## src/include/cfdl_pkg.sv

```systemverilog
package cfdl_pkg;

    // -------------------------------------------------------------------------
    // Geometry of the block and of the serial frame
    // -------------------------------------------------------------------------
    localparam int         NUM_CH         = 5;
    localparam int         FRAME_BITS     = 8;

    // -------------------------------------------------------------------------
    // Command decode: bits 7:4 of a received frame select the target
    // -------------------------------------------------------------------------
    localparam logic [3:0] HARDWARE_CONFIG_COMMAND_PREFIX    = 4'hC;
    localparam logic [3:0] DCR_PREFIX     = 4'hD;
    localparam int         CTL_POS        = 0;
    localparam int         SEL_LSB        = 0;
    localparam int         SEL_WIDTH      = 3;

    // -------------------------------------------------------------------------
    // Sense multiplexer codes and reset values
    // -------------------------------------------------------------------------
    localparam logic [2:0] SEL_DISABLE    = 3'h6;
    localparam logic [2:0] SEL_RESET      = 3'h6;
    localparam logic [4:0] FLAGS_RESET    = 5'h00;
    localparam logic [7:0] WORD_RESET     = 8'h00;

    // -------------------------------------------------------------------------
    // Diagnosis word layout and serial clock edge positions
    // -------------------------------------------------------------------------
    localparam int         SBM_POS        = 7;
    localparam logic [3:0] OVL_CLEAR_EDGE = 4'h2;
    localparam logic [3:0] REARM_EDGE     = 4'h3;
    localparam logic [3:0] FULL_FRAME     = 4'h8;

    // -------------------------------------------------------------------------
    // Grouped signals
    // -------------------------------------------------------------------------
    typedef struct packed {
        logic cs_n;
        logic sclk;
        logic mosi;
    } cfdl_spi_type;

    typedef struct packed {
        logic [4:0] overload;
        logic [4:0] overtemp;
        logic [4:0] vds_low;
    } cfdl_chan_type;

endpackage

```

## src/cfdl_fault_latch.sv

```systemverilog
module cfdl_fault_latch (
    input  wire logic                   clk,
    input  wire logic                   rst,
    input  wire logic                   ce,
    input  wire cfdl_pkg::cfdl_spi_type spi,
    output logic                        spi_miso,
    output logic                        spi_miso_oe,
    input  wire cfdl_pkg::cfdl_chan_type chan,
    input  wire logic [4:0]             channel_on_request,
    output logic [4:0]                  gate_enable,
    output logic [4:0]                  sense_route,
    output logic                        sense_output_pin_oe,
    output logic                        bypass_monitor_result,
    output logic [2:0]                  sense_channel_select
);

    // -------------------------------------------------------------------------
    // Input synchronisers
    // -------------------------------------------------------------------------
    cfdl_pkg::cfdl_spi_type  spi_m, spi_s, spi_d;
    cfdl_pkg::cfdl_chan_type chan_m, chan_s;

    // Two stages for the serial and channel inputs, plus a third serial stage spi_d for edge detection; channel_on_request is not synchronised.
    always_ff @(posedge clk or posedge rst) begin
        if (rst) begin
            spi_m  <= '{cs_n: 1'b1, sclk: 1'b0, mosi: 1'b0};
            spi_s  <= '{cs_n: 1'b1, sclk: 1'b0, mosi: 1'b0};
            spi_d  <= '{cs_n: 1'b1, sclk: 1'b0, mosi: 1'b0};
            chan_m <= '0;
            chan_s <= '0;
        end else if (ce) begin
            spi_m  <= spi;
            spi_s  <= spi_m;
            spi_d  <= spi_s;
            chan_m <= chan;
            chan_s <= chan_m;
        end
    end

    // -------------------------------------------------------------------------
    // Frame events
    // -------------------------------------------------------------------------
    logic       frame_start, frame_end, in_frame, rise, fall;
    logic [3:0] rise_cnt, rise_num;
    logic       clear_ovl, ctl_clear, ctl_pending;
    logic [7:0] rx, tx;
    logic [4:0] ovl_latch, therm_latch, therm_err, fault;

    // Events are gated by ce so that a frozen block sees nothing.
    assign in_frame    = !spi_s.cs_n;
    assign frame_start = ce && spi_d.cs_n && !spi_s.cs_n;
    assign frame_end   = ce && !spi_d.cs_n && spi_s.cs_n;
    assign rise        = ce && in_frame && spi_s.sclk && !spi_d.sclk;
    assign fall        = ce && in_frame && !spi_s.sclk && spi_d.sclk;
    assign rise_num    = rise_cnt + 4'h1;
    assign clear_ovl   = rise && (rise_num == cfdl_pkg::OVL_CLEAR_EDGE);
    assign ctl_clear   = frame_end && (rise_cnt == cfdl_pkg::FULL_FRAME) &&
                         (rx[7:4] == cfdl_pkg::HARDWARE_CONFIG_COMMAND_PREFIX) && rx[cfdl_pkg::CTL_POS];
    assign fault       = therm_err | ovl_latch;

    // Counts rising serial clock edges within the current frame.
    always_ff @(posedge clk or posedge rst) begin
        if (rst) begin
            rise_cnt <= 4'h0;
        end else if (frame_start) begin
            rise_cnt <= 4'h0;
        end else if (rise && rise_cnt != 4'hF) begin
            rise_cnt <= rise_num;
        end
    end

    // Receive shift register, sampled on rising serial clock edges.
    always_ff @(posedge clk or posedge rst) begin
        if (rst) begin
            rx <= cfdl_pkg::WORD_RESET;
        end else if (rise) begin
            rx <= {rx[6:0], spi_s.mosi};
        end
    end

    // Transmit: the diagnosis word is snapshotted at frame start, so the flags
    // shown are exactly those latched before any in-frame clearing.
    always_ff @(posedge clk or posedge rst) begin
        if (rst) begin
            tx <= cfdl_pkg::WORD_RESET;
        end else if (frame_start) begin
            tx <= {bypass_monitor_result, 2'b00, fault};
        end else if (fall) begin
            tx <= {tx[6:0], 1'b0};
        end
    end

    assign spi_miso    = tx[7];
    assign spi_miso_oe = in_frame;

    // -------------------------------------------------------------------------
    // Diagnosis control: sense channel select
    // -------------------------------------------------------------------------
    always_ff @(posedge clk or posedge rst) begin
        if (rst) begin
            sense_channel_select <= cfdl_pkg::SEL_RESET;
        end else if (frame_end && rise_cnt == cfdl_pkg::FULL_FRAME &&
                     rx[7:4] == cfdl_pkg::DCR_PREFIX) begin
            sense_channel_select <= rx[cfdl_pkg::SEL_LSB +: cfdl_pkg::SEL_WIDTH];
        end
    end

    // A clear command freezes the error copy until the next frame, then holds it down through
    // that frame's third rising edge; the freeze is why one stale diagnosis follows it.
    always_ff @(posedge clk or posedge rst) begin
        if (rst) begin
            ctl_pending <= 1'b0;
        end else if (ctl_clear) begin
            ctl_pending <= 1'b1;
        end else if (rise && rise_num == cfdl_pkg::REARM_EDGE) begin
            ctl_pending <= 1'b0;
        end
    end

    // -------------------------------------------------------------------------
    // Per-channel latches; a set wins over a clear in the same cycle, except in therm_err where the clear wins
    // -------------------------------------------------------------------------
    for (genvar i = 0; i < cfdl_pkg::NUM_CH; i++) begin : g_ch
        always_ff @(posedge clk or posedge rst) begin
            if (rst) begin
                ovl_latch[i]   <= 1'b0;
                therm_latch[i] <= 1'b0;
                therm_err[i]   <= 1'b0;
                gate_enable[i] <= 1'b0;
            end else if (ce) begin
                if (chan_s.overload[i]) begin
                    ovl_latch[i] <= 1'b1;
                end else if (clear_ovl) begin
                    ovl_latch[i] <= 1'b0;
                end
                if (chan_s.overtemp[i]) begin
                    therm_latch[i] <= 1'b1;
                end else if (ctl_clear) begin
                    therm_latch[i] <= 1'b0;
                end
                if (ctl_pending && in_frame) begin
                    therm_err[i] <= 1'b0;
                end else if (therm_latch[i] && !ctl_pending) begin
                    therm_err[i] <= 1'b1;
                end
                gate_enable[i] <= channel_on_request[i] && !therm_latch[i] &&
                                  !chan_s.overtemp[i];
            end
        end
    end

    // -------------------------------------------------------------------------
    // Sense multiplexer and bypass monitor
    // -------------------------------------------------------------------------
    logic       sel_valid;
    logic [2:0] sel;

    assign sel       = sense_channel_select;
    assign sel_valid = (sel < 3'h5);

    // Codes 5 and 7 are treated like the disable code: nothing is routed.
    always_ff @(posedge clk or posedge rst) begin
        if (rst) begin
            sense_route           <= 5'h00;
            sense_output_pin_oe   <= 1'b0;
            bypass_monitor_result <= 1'b0;
        end else if (ce) begin
            sense_route           <= sel_valid ? 5'(5'h01 << sel) : 5'h00;
            sense_output_pin_oe   <= sel_valid && channel_on_request[sel] &&
                                     !chan_s.overload[sel] && !chan_s.overtemp[sel] &&
                                     !therm_latch[sel];
            bypass_monitor_result <= sel_valid && chan_s.vds_low[sel];
        end
    end
endmodule
```

## config.mk

```make
export PLATFORM = sky130hd
export DESIGN_NAME = cfdl_fault_latch
export DESIGN_NICKNAME = d
export VERILOG_FILES = /design/src/include/cfdl_pkg.sv /design/src/cfdl_fault_latch.sv
export SDC_FILE = /design/constraint.sdc
export NUM_CORES = 1
export LEC_CHECK = 0
export BUFFER_PORTS_ARGS = -buffer_cell sky130_fd_sc_hd__buf_2
export CAP_MARGIN = 10
export CORE_ASPECT_RATIO = 0.9
export CORE_MARGIN = 2
export CORE_UTILIZATION = 35
export CTS_CLUSTER_DIAMETER = 120
export DETAILED_ROUTE_END_ITERATION = 12
export GPL_ROUTABILITY_DRIVEN = 0
export PLACE_DENSITY = 0.52
export SETUP_SLACK_MARGIN = 0.02
export SYNTH_ARGS = -nofsm -noshare
export SYNTH_HDL_FRONTEND = slang
export SYNTH_SLANG_ARGS = --single-unit
```

## constraint.sdc

```tcl
create_clock -name clk -period 3.5 [get_ports clk]
set_input_delay 0.7 -clock clk [delete_from_list [all_inputs] [get_ports clk]]
set_output_delay 0.7 -clock clk [all_outputs]
set_load 0.02 [all_outputs]
```

Word level (Yosys, flattened, before mapping)
Index checks and enable logic that the tools add are counted.
{ "word_totals": {"ff_bits": 89, "output_inout_bits": 17, "wordCells": 180} }
{ "classes": {"n_addsub": 1, "magnitude_cmp": 2, "n_eq_ne": 6, "n_shift": 1, "mux": 39, "n_bitwise": 1, "n_reduce_logical": 88} }
{ "ops": {"columns": ["cell", "count"], "rows": [
  ["logical AND 1 bit", 37],
  ["nonzero test 2 bit", 18],
  ["AND reduction 2 bit", 15],
  ["two-way mux 1 bit", 29],
  ["zero test 1 bit", 18],
  ["two-way mux 8 bit", 2],
  ["binary-select mux 1 bit (select 3 bit)", 5],
  ["equality test 4 bit (second input constant)", 3],
  ["equality test 4 x 2 -> 1 bit (second input constant)", 2],
  ["two-way mux 4 bit", 2],
  ["two-way mux 5 bit", 1],
  ["OR 5 bit", 1],
  ["<< shifter 1 x 3 -> 5 bit (first input constant)", 1],
  ["adder 4 x 1 -> 4 bit (second input constant)", 1],
  ["< comparator 3 x 4 -> 1 bit (second input constant)", 1],
  ["!= test 4 bit (second input constant)", 1],
  ["< comparator 3 bit (second input constant)", 1]
]} }

Depth between registers and ports, before layout
{ "depth": {"word_depth": 8, "depth_mapped": 6, "mapped_depth_nobuf": 6} }

Worst setup path after synthesis
Ideal clock, no wire load.
{ "synth_timing": {"kind": "in2reg", "startpoint": "input port ce", "endpoint": "register ovl_latch[0]", "setup_ns": 0.121, "arrival_time_ns": 1.616, "required_time_ns": 3.379, "slack_ns": 1.763, "cell_stages": 5, "path_cell_list": "buf_2 and4bb_2 buf_2 nand3b_1 a22o_1"} }
{ "synth_via": {"elab_chain_len": 6} }
{ "synth_rtl": {"columns": ["element", "line_no", "source"], "rows": [
  ["start: declaration", "cfdl_fault_latch.sv:4", "input wire logic ce,"],
  ["logical AND 1 bit (3 in a row)", "cfdl_fault_latch.sv:53", "assign rise = ce && in_frame && spi_s.sclk && !spi_d.sclk;"],
  ["logical AND 1 bit", "cfdl_fault_latch.sv:56", "assign clear_ovl = rise && (rise_num == cfdl_pkg::OVL_CLEAR_EDGE);"],
  ["nonzero test 2 bit (no source line)", null, null],
  ["AND reduction 2 bit (no source line) *", null, null],
  ["end signal: indexed assignment", "cfdl_fault_latch.sv:126", "ovl_latch[i] <= 1'b0;"],
  ["end signal: indexed assignment", "cfdl_fault_latch.sv:132", "ovl_latch[i] <= 1'b1;"],
  ["end signal: indexed assignment", "cfdl_fault_latch.sv:134", "ovl_latch[i] <= 1'b0;"],
  ["end: declaration", "cfdl_fault_latch.sv:47", "logic [4:0] ovl_latch, therm_latch, therm_err, fault;"]
]} }
Mark *: on every way between the ends. The rest lies on a longest branch, timed or not.
A chain may end at the register's enable or synchronous reset.

Worst setup path after layout
{ "layout_timing": {"startpoint": "input port ce", "endpoint": "register rise_cnt[3]"} }
{ "layout_via": {"elab_chain_len": 5, "word_cells_on_any_way": 8, "cone_classes": "mux: 1; reduce/logical: 7"} }
{ "layout_rtl": {"columns": ["element", "line_no", "source"], "rows": [
  ["logical AND 1 bit (3 in a row)", "cfdl_fault_latch.sv:53", null],
  ["logical AND 1 bit", "cfdl_fault_latch.sv:67", "end else if (rise && rise_cnt != 4'hF) begin"],
  ["nonzero test 2 bit (no source line)", null, null],
  ["end signal: assignment", "cfdl_fault_latch.sv:68", "rise_cnt <= rise_num;"],
  ["end: declaration", "cfdl_fault_latch.sv:44", "logic [3:0] rise_cnt, rise_num;"]
]} }
Several ways; a longest one is shown, not always the timed one.

==> results_dict.tcl <==
set metrics [dict create \
    crit_fanout 24 \
    cts_setup_buffers 0 \
    final_min_period_over_clock_period_pct 57.0 \
    setup_viol 0 \
    worstSetupPathType "input pin to flop" \
    start_util_pct 35.6 \
    core_mm2 0.0107 \
    synth_flop_cell "dfrtp_1" \
    num_vias 2473 \
    timing.fmax_ghz 0.502 \
    max_cap_violations 0 \
    synth-edff-count 0 \
    switchingPower_uw 640 \
    hold_class "flop to flop" \
    syn_nets 337 \
    io_pins 43 \
    htreeDepth 3 \
    place_inst 470 \
    pwr-share-clk_pct 38.2 \
    cts_hold_buf 0 \
    seq_area_mm2 0.00223 \
    powerDensity_mw_per_mm2 577 \
    routed_wl_mm 7.49 \
    period_minus_slack_ns 1.99 \
    ys_ff_latch 89 \
    fillers 1051 \
    async_reset_ff_share_pct 100 \
    die_h_um 103 \
    slew_headroom_pct 51.5 \
    intPower_mw 1.91 \
    crit_buf_inv 1 \
    clkTransAtPathRegs_ns 0.06 \
    dieArea_mm2 0.0117 \
    vdd_drop_max_mv 0.331 \
    via_per_inst 5.09 \
    avgSynthCellArea_um2 12.4 \
    tightest_slew_ns 0.727 \
    cts_resized 0 \
    overflow 0 \
    nets 378 \
    cts_root_buf "clkbuf_16" \
    p_sw_share_pct 25.1 \
    cp_slowest_cell "nand4bb_1" \
    portBuffers 42 \
    hold_viol 0 \
    insertedDiodeCount 0 \
    area_growth_pct 15.8 \
    die_w_um 114 \
    slew_viol_final 0 \
    slowest_delay_ns 0.46 \
    num_rows 36 \
    worstSetupEndpointType "flop" \
    ys_seq_area_share_pct 58.6 \
    arrival_ns 2.27 \
    first_global_vias 2423 \
    worstPathCellList "buf_2 -> nand4bb_1 -> nor3b_2 -> a21o_1 -> a22o_1" \
    status "complete, no violations" \
    fin_worst_skew_ns 0.00890 \
    detail-route-antenna-nets 0 \
    clock_sinks 89 \
    syn_area_mm2 0.00381 \
    seq_power_share_pct 50.3 \
    grt.total_usage_pct 14.3 \
    required_ns 3.78 \
    multiInputGateArea_mm2 0.00142 \
    crit_family "simple AND/OR/NAND/NOR gates" \
    stdcell_count 486 \
    startpoint_type "input pin" \
    setup_tns_ns 0 \
    synth_cells 307 \
    synth.distinct_cells 44 \
    drt-wirelength-per-cell_um 15.4 \
    insertion_delay_ns 0.34 \
    drtIter0Drc 91 \
    drc_errors 0 \
    dr.pass1.iters 4 \
    p_leak_nw 1.97 \
    antenna_found_initial 0 \
    rsz0062_at_grt "no" \
    grt_start_max_net_pins 59 \
    cts_tree "built" \
    grt_pass1_wl_mm 12.8 \
    clockBufferDepth 2 \
    combPwrFrac_pct 11.5 \
    dp_hpwl_mm 5.12 \
    synth_warnings 0 \
    numCtsBuffers 9 \
    drive_gt1_share_pct 32.9 \
]
## area by class of cell
type / instances / share of cell area (%)
Sequential cell: 89 / 50.6
Multi-Input combinational cell: 189 / 32.1
Clock buffer: 13 / 5.89
Timing Repair Buffer: 45 / 5.55
Tap cell: 133 / 3.77
Inverter: 14 / 1.22
Clock inverter: 3 / 0.907
## cell families (layout without fill, tap and decap cells)
group	Yosys count	in the layout	synth area share (%)
buf+inv	29	75	4.26
fa+ha+maj	4	4	1.31
simple gates	82	82	11.3
flops	89	89	58.6
compound gates	52	52	9.51
mux	51	51	15.1
## state kept, by name (all words and copies together) (netlist names), 4 cells and up
register,flops
tx,8
rise_cnt,4
gate_enable,5
ovl_latch,5
rx,8
sense_route,5
therm_latch,5
chan_s,15
therm_err,5
chan_m,15
## worst reg2reg max path, stage by stage (launching register included)
cell	delay (ns)
dfrtp_1	0.44
inv_1	0.14
ha_1	0.16
nand4_1	0.09
nor3_1	0.25
nand4_1	0.35
a22o_2	0.32
## synthesized netlist by cell type, drive strengths merged, types with 2 or more instances
cell type  instances  area, um^2
a21oi             11        55.1
a22o              12         106
buf                8        42.5
clkbuf             7        67.6
dfrtp             84        2100
dfstp              5         131
ha                 4        50.1
inv               14        52.6
mux2              42         473
mux2i              8        80.1
nand2             40         150
nand2b             3        23.8
nand3              4        20.0
nand3b             5        37.5
nand4              3        18.8
nor2               5        18.8
nor2b              2        12.5
nor3               7        35.0
nor3b              2        20.0
nor4               3        18.8
nor4b              2        17.5
o21ai             14        70.1
o22ai              2        12.5
o32ai              6        52.6
## per-stage QoR
stage | hold slack [ns] | power (mW) | instance area, um^2 | utilization [%] | setup slack [ns]
finish | 0.453 | 2.55 | 4420 | 41.2 | 1.51
global route | 0.482 | 2.69 | 4420 | 41.2 | 1.37
CTS | 0.460 | 2.59 | 4420 | 41.2 | 1.50
detailed placement | 0.452 | 1.60 | 4120 | 38.4 | 1.17
global placement | 0.451 | 1.60 | 4120 | 38.4 | 1.23
floorplan | 0.435 | 1.50 | 3810 | - | 0.501
## layer usage
layer  part of all wire (%)  vias to the layer above  global-route usage, %  wire (um)
li1                       -                     1174                      -          -
met1                     49                     1235                   19.8       3650
met3                    4.3                       12                   4.23        324
met2                     45                       52                   21.2       3380
met4                    1.9                        0                   5.91        140
met5                      0                        -                      0          0
## path summary, 6_finish.rpt
check	from	endpoint	slack, ns	cells past startpoint
setup / recovery	ce	rise_cnt[3]$_DFFE_PP0P_	1.51	5
hold / removal	rx[3]$_DFFE_PP0P_	rx[4]$_DFFE_PP0P_	0.45	2
setup reg to reg	rise_cnt[0]$_DFFE_PP0P_	therm_latch[4]$_DFFE_PP0P_	1.63	6
hold reg to reg	rx[3]$_DFFE_PP0P_	rx[4]$_DFFE_PP0P_	0.45	2
max in group asynchronous	rst	sense_channel_select[1]$_DFFE_PP1P_	2.31	3
min in group asynchronous	rst	chan_s[4]$_DFFE_PP0P_	0.46	2
## cells in the final DEF (no fill, tap or decap), types with 6 or more instances in the layout
| cell type | netlist | layout |
|---|---|---|
| a21oi_1 | 11 | 11 |
| nand2_1 | 40 | 40 |
| buf_2 | 7 | 42 |
| mux2i_1 | 8 | 8 |
| clkbuf_16 | 0 | 9 |
| dfrtp_1 | 84 | 84 |
| o21ai_0 | 14 | 14 |
| a22o_1 | 11 | 11 |
| nor3_1 | 7 | 7 |
| o32ai_1 | 6 | 6 |
| mux2_2 | 42 | 42 |
| inv_1 | 14 | 13 |
## power groups by stage
stage / sequential (mW) / clock [mW] / combinational (mW)
floorplan: 1.27 / 0 / 0.229
global placement: 1.30 / 0 / 0.295
detailed placement: 1.30 / 0 / 0.299
CTS: 1.28 / 1.00 / 0.302
global route: 1.30 / 1.05 / 0.339
finish: 1.28 / 0.973 / 0.294
No activity file was read; power rests on OpenSTA's default activity.
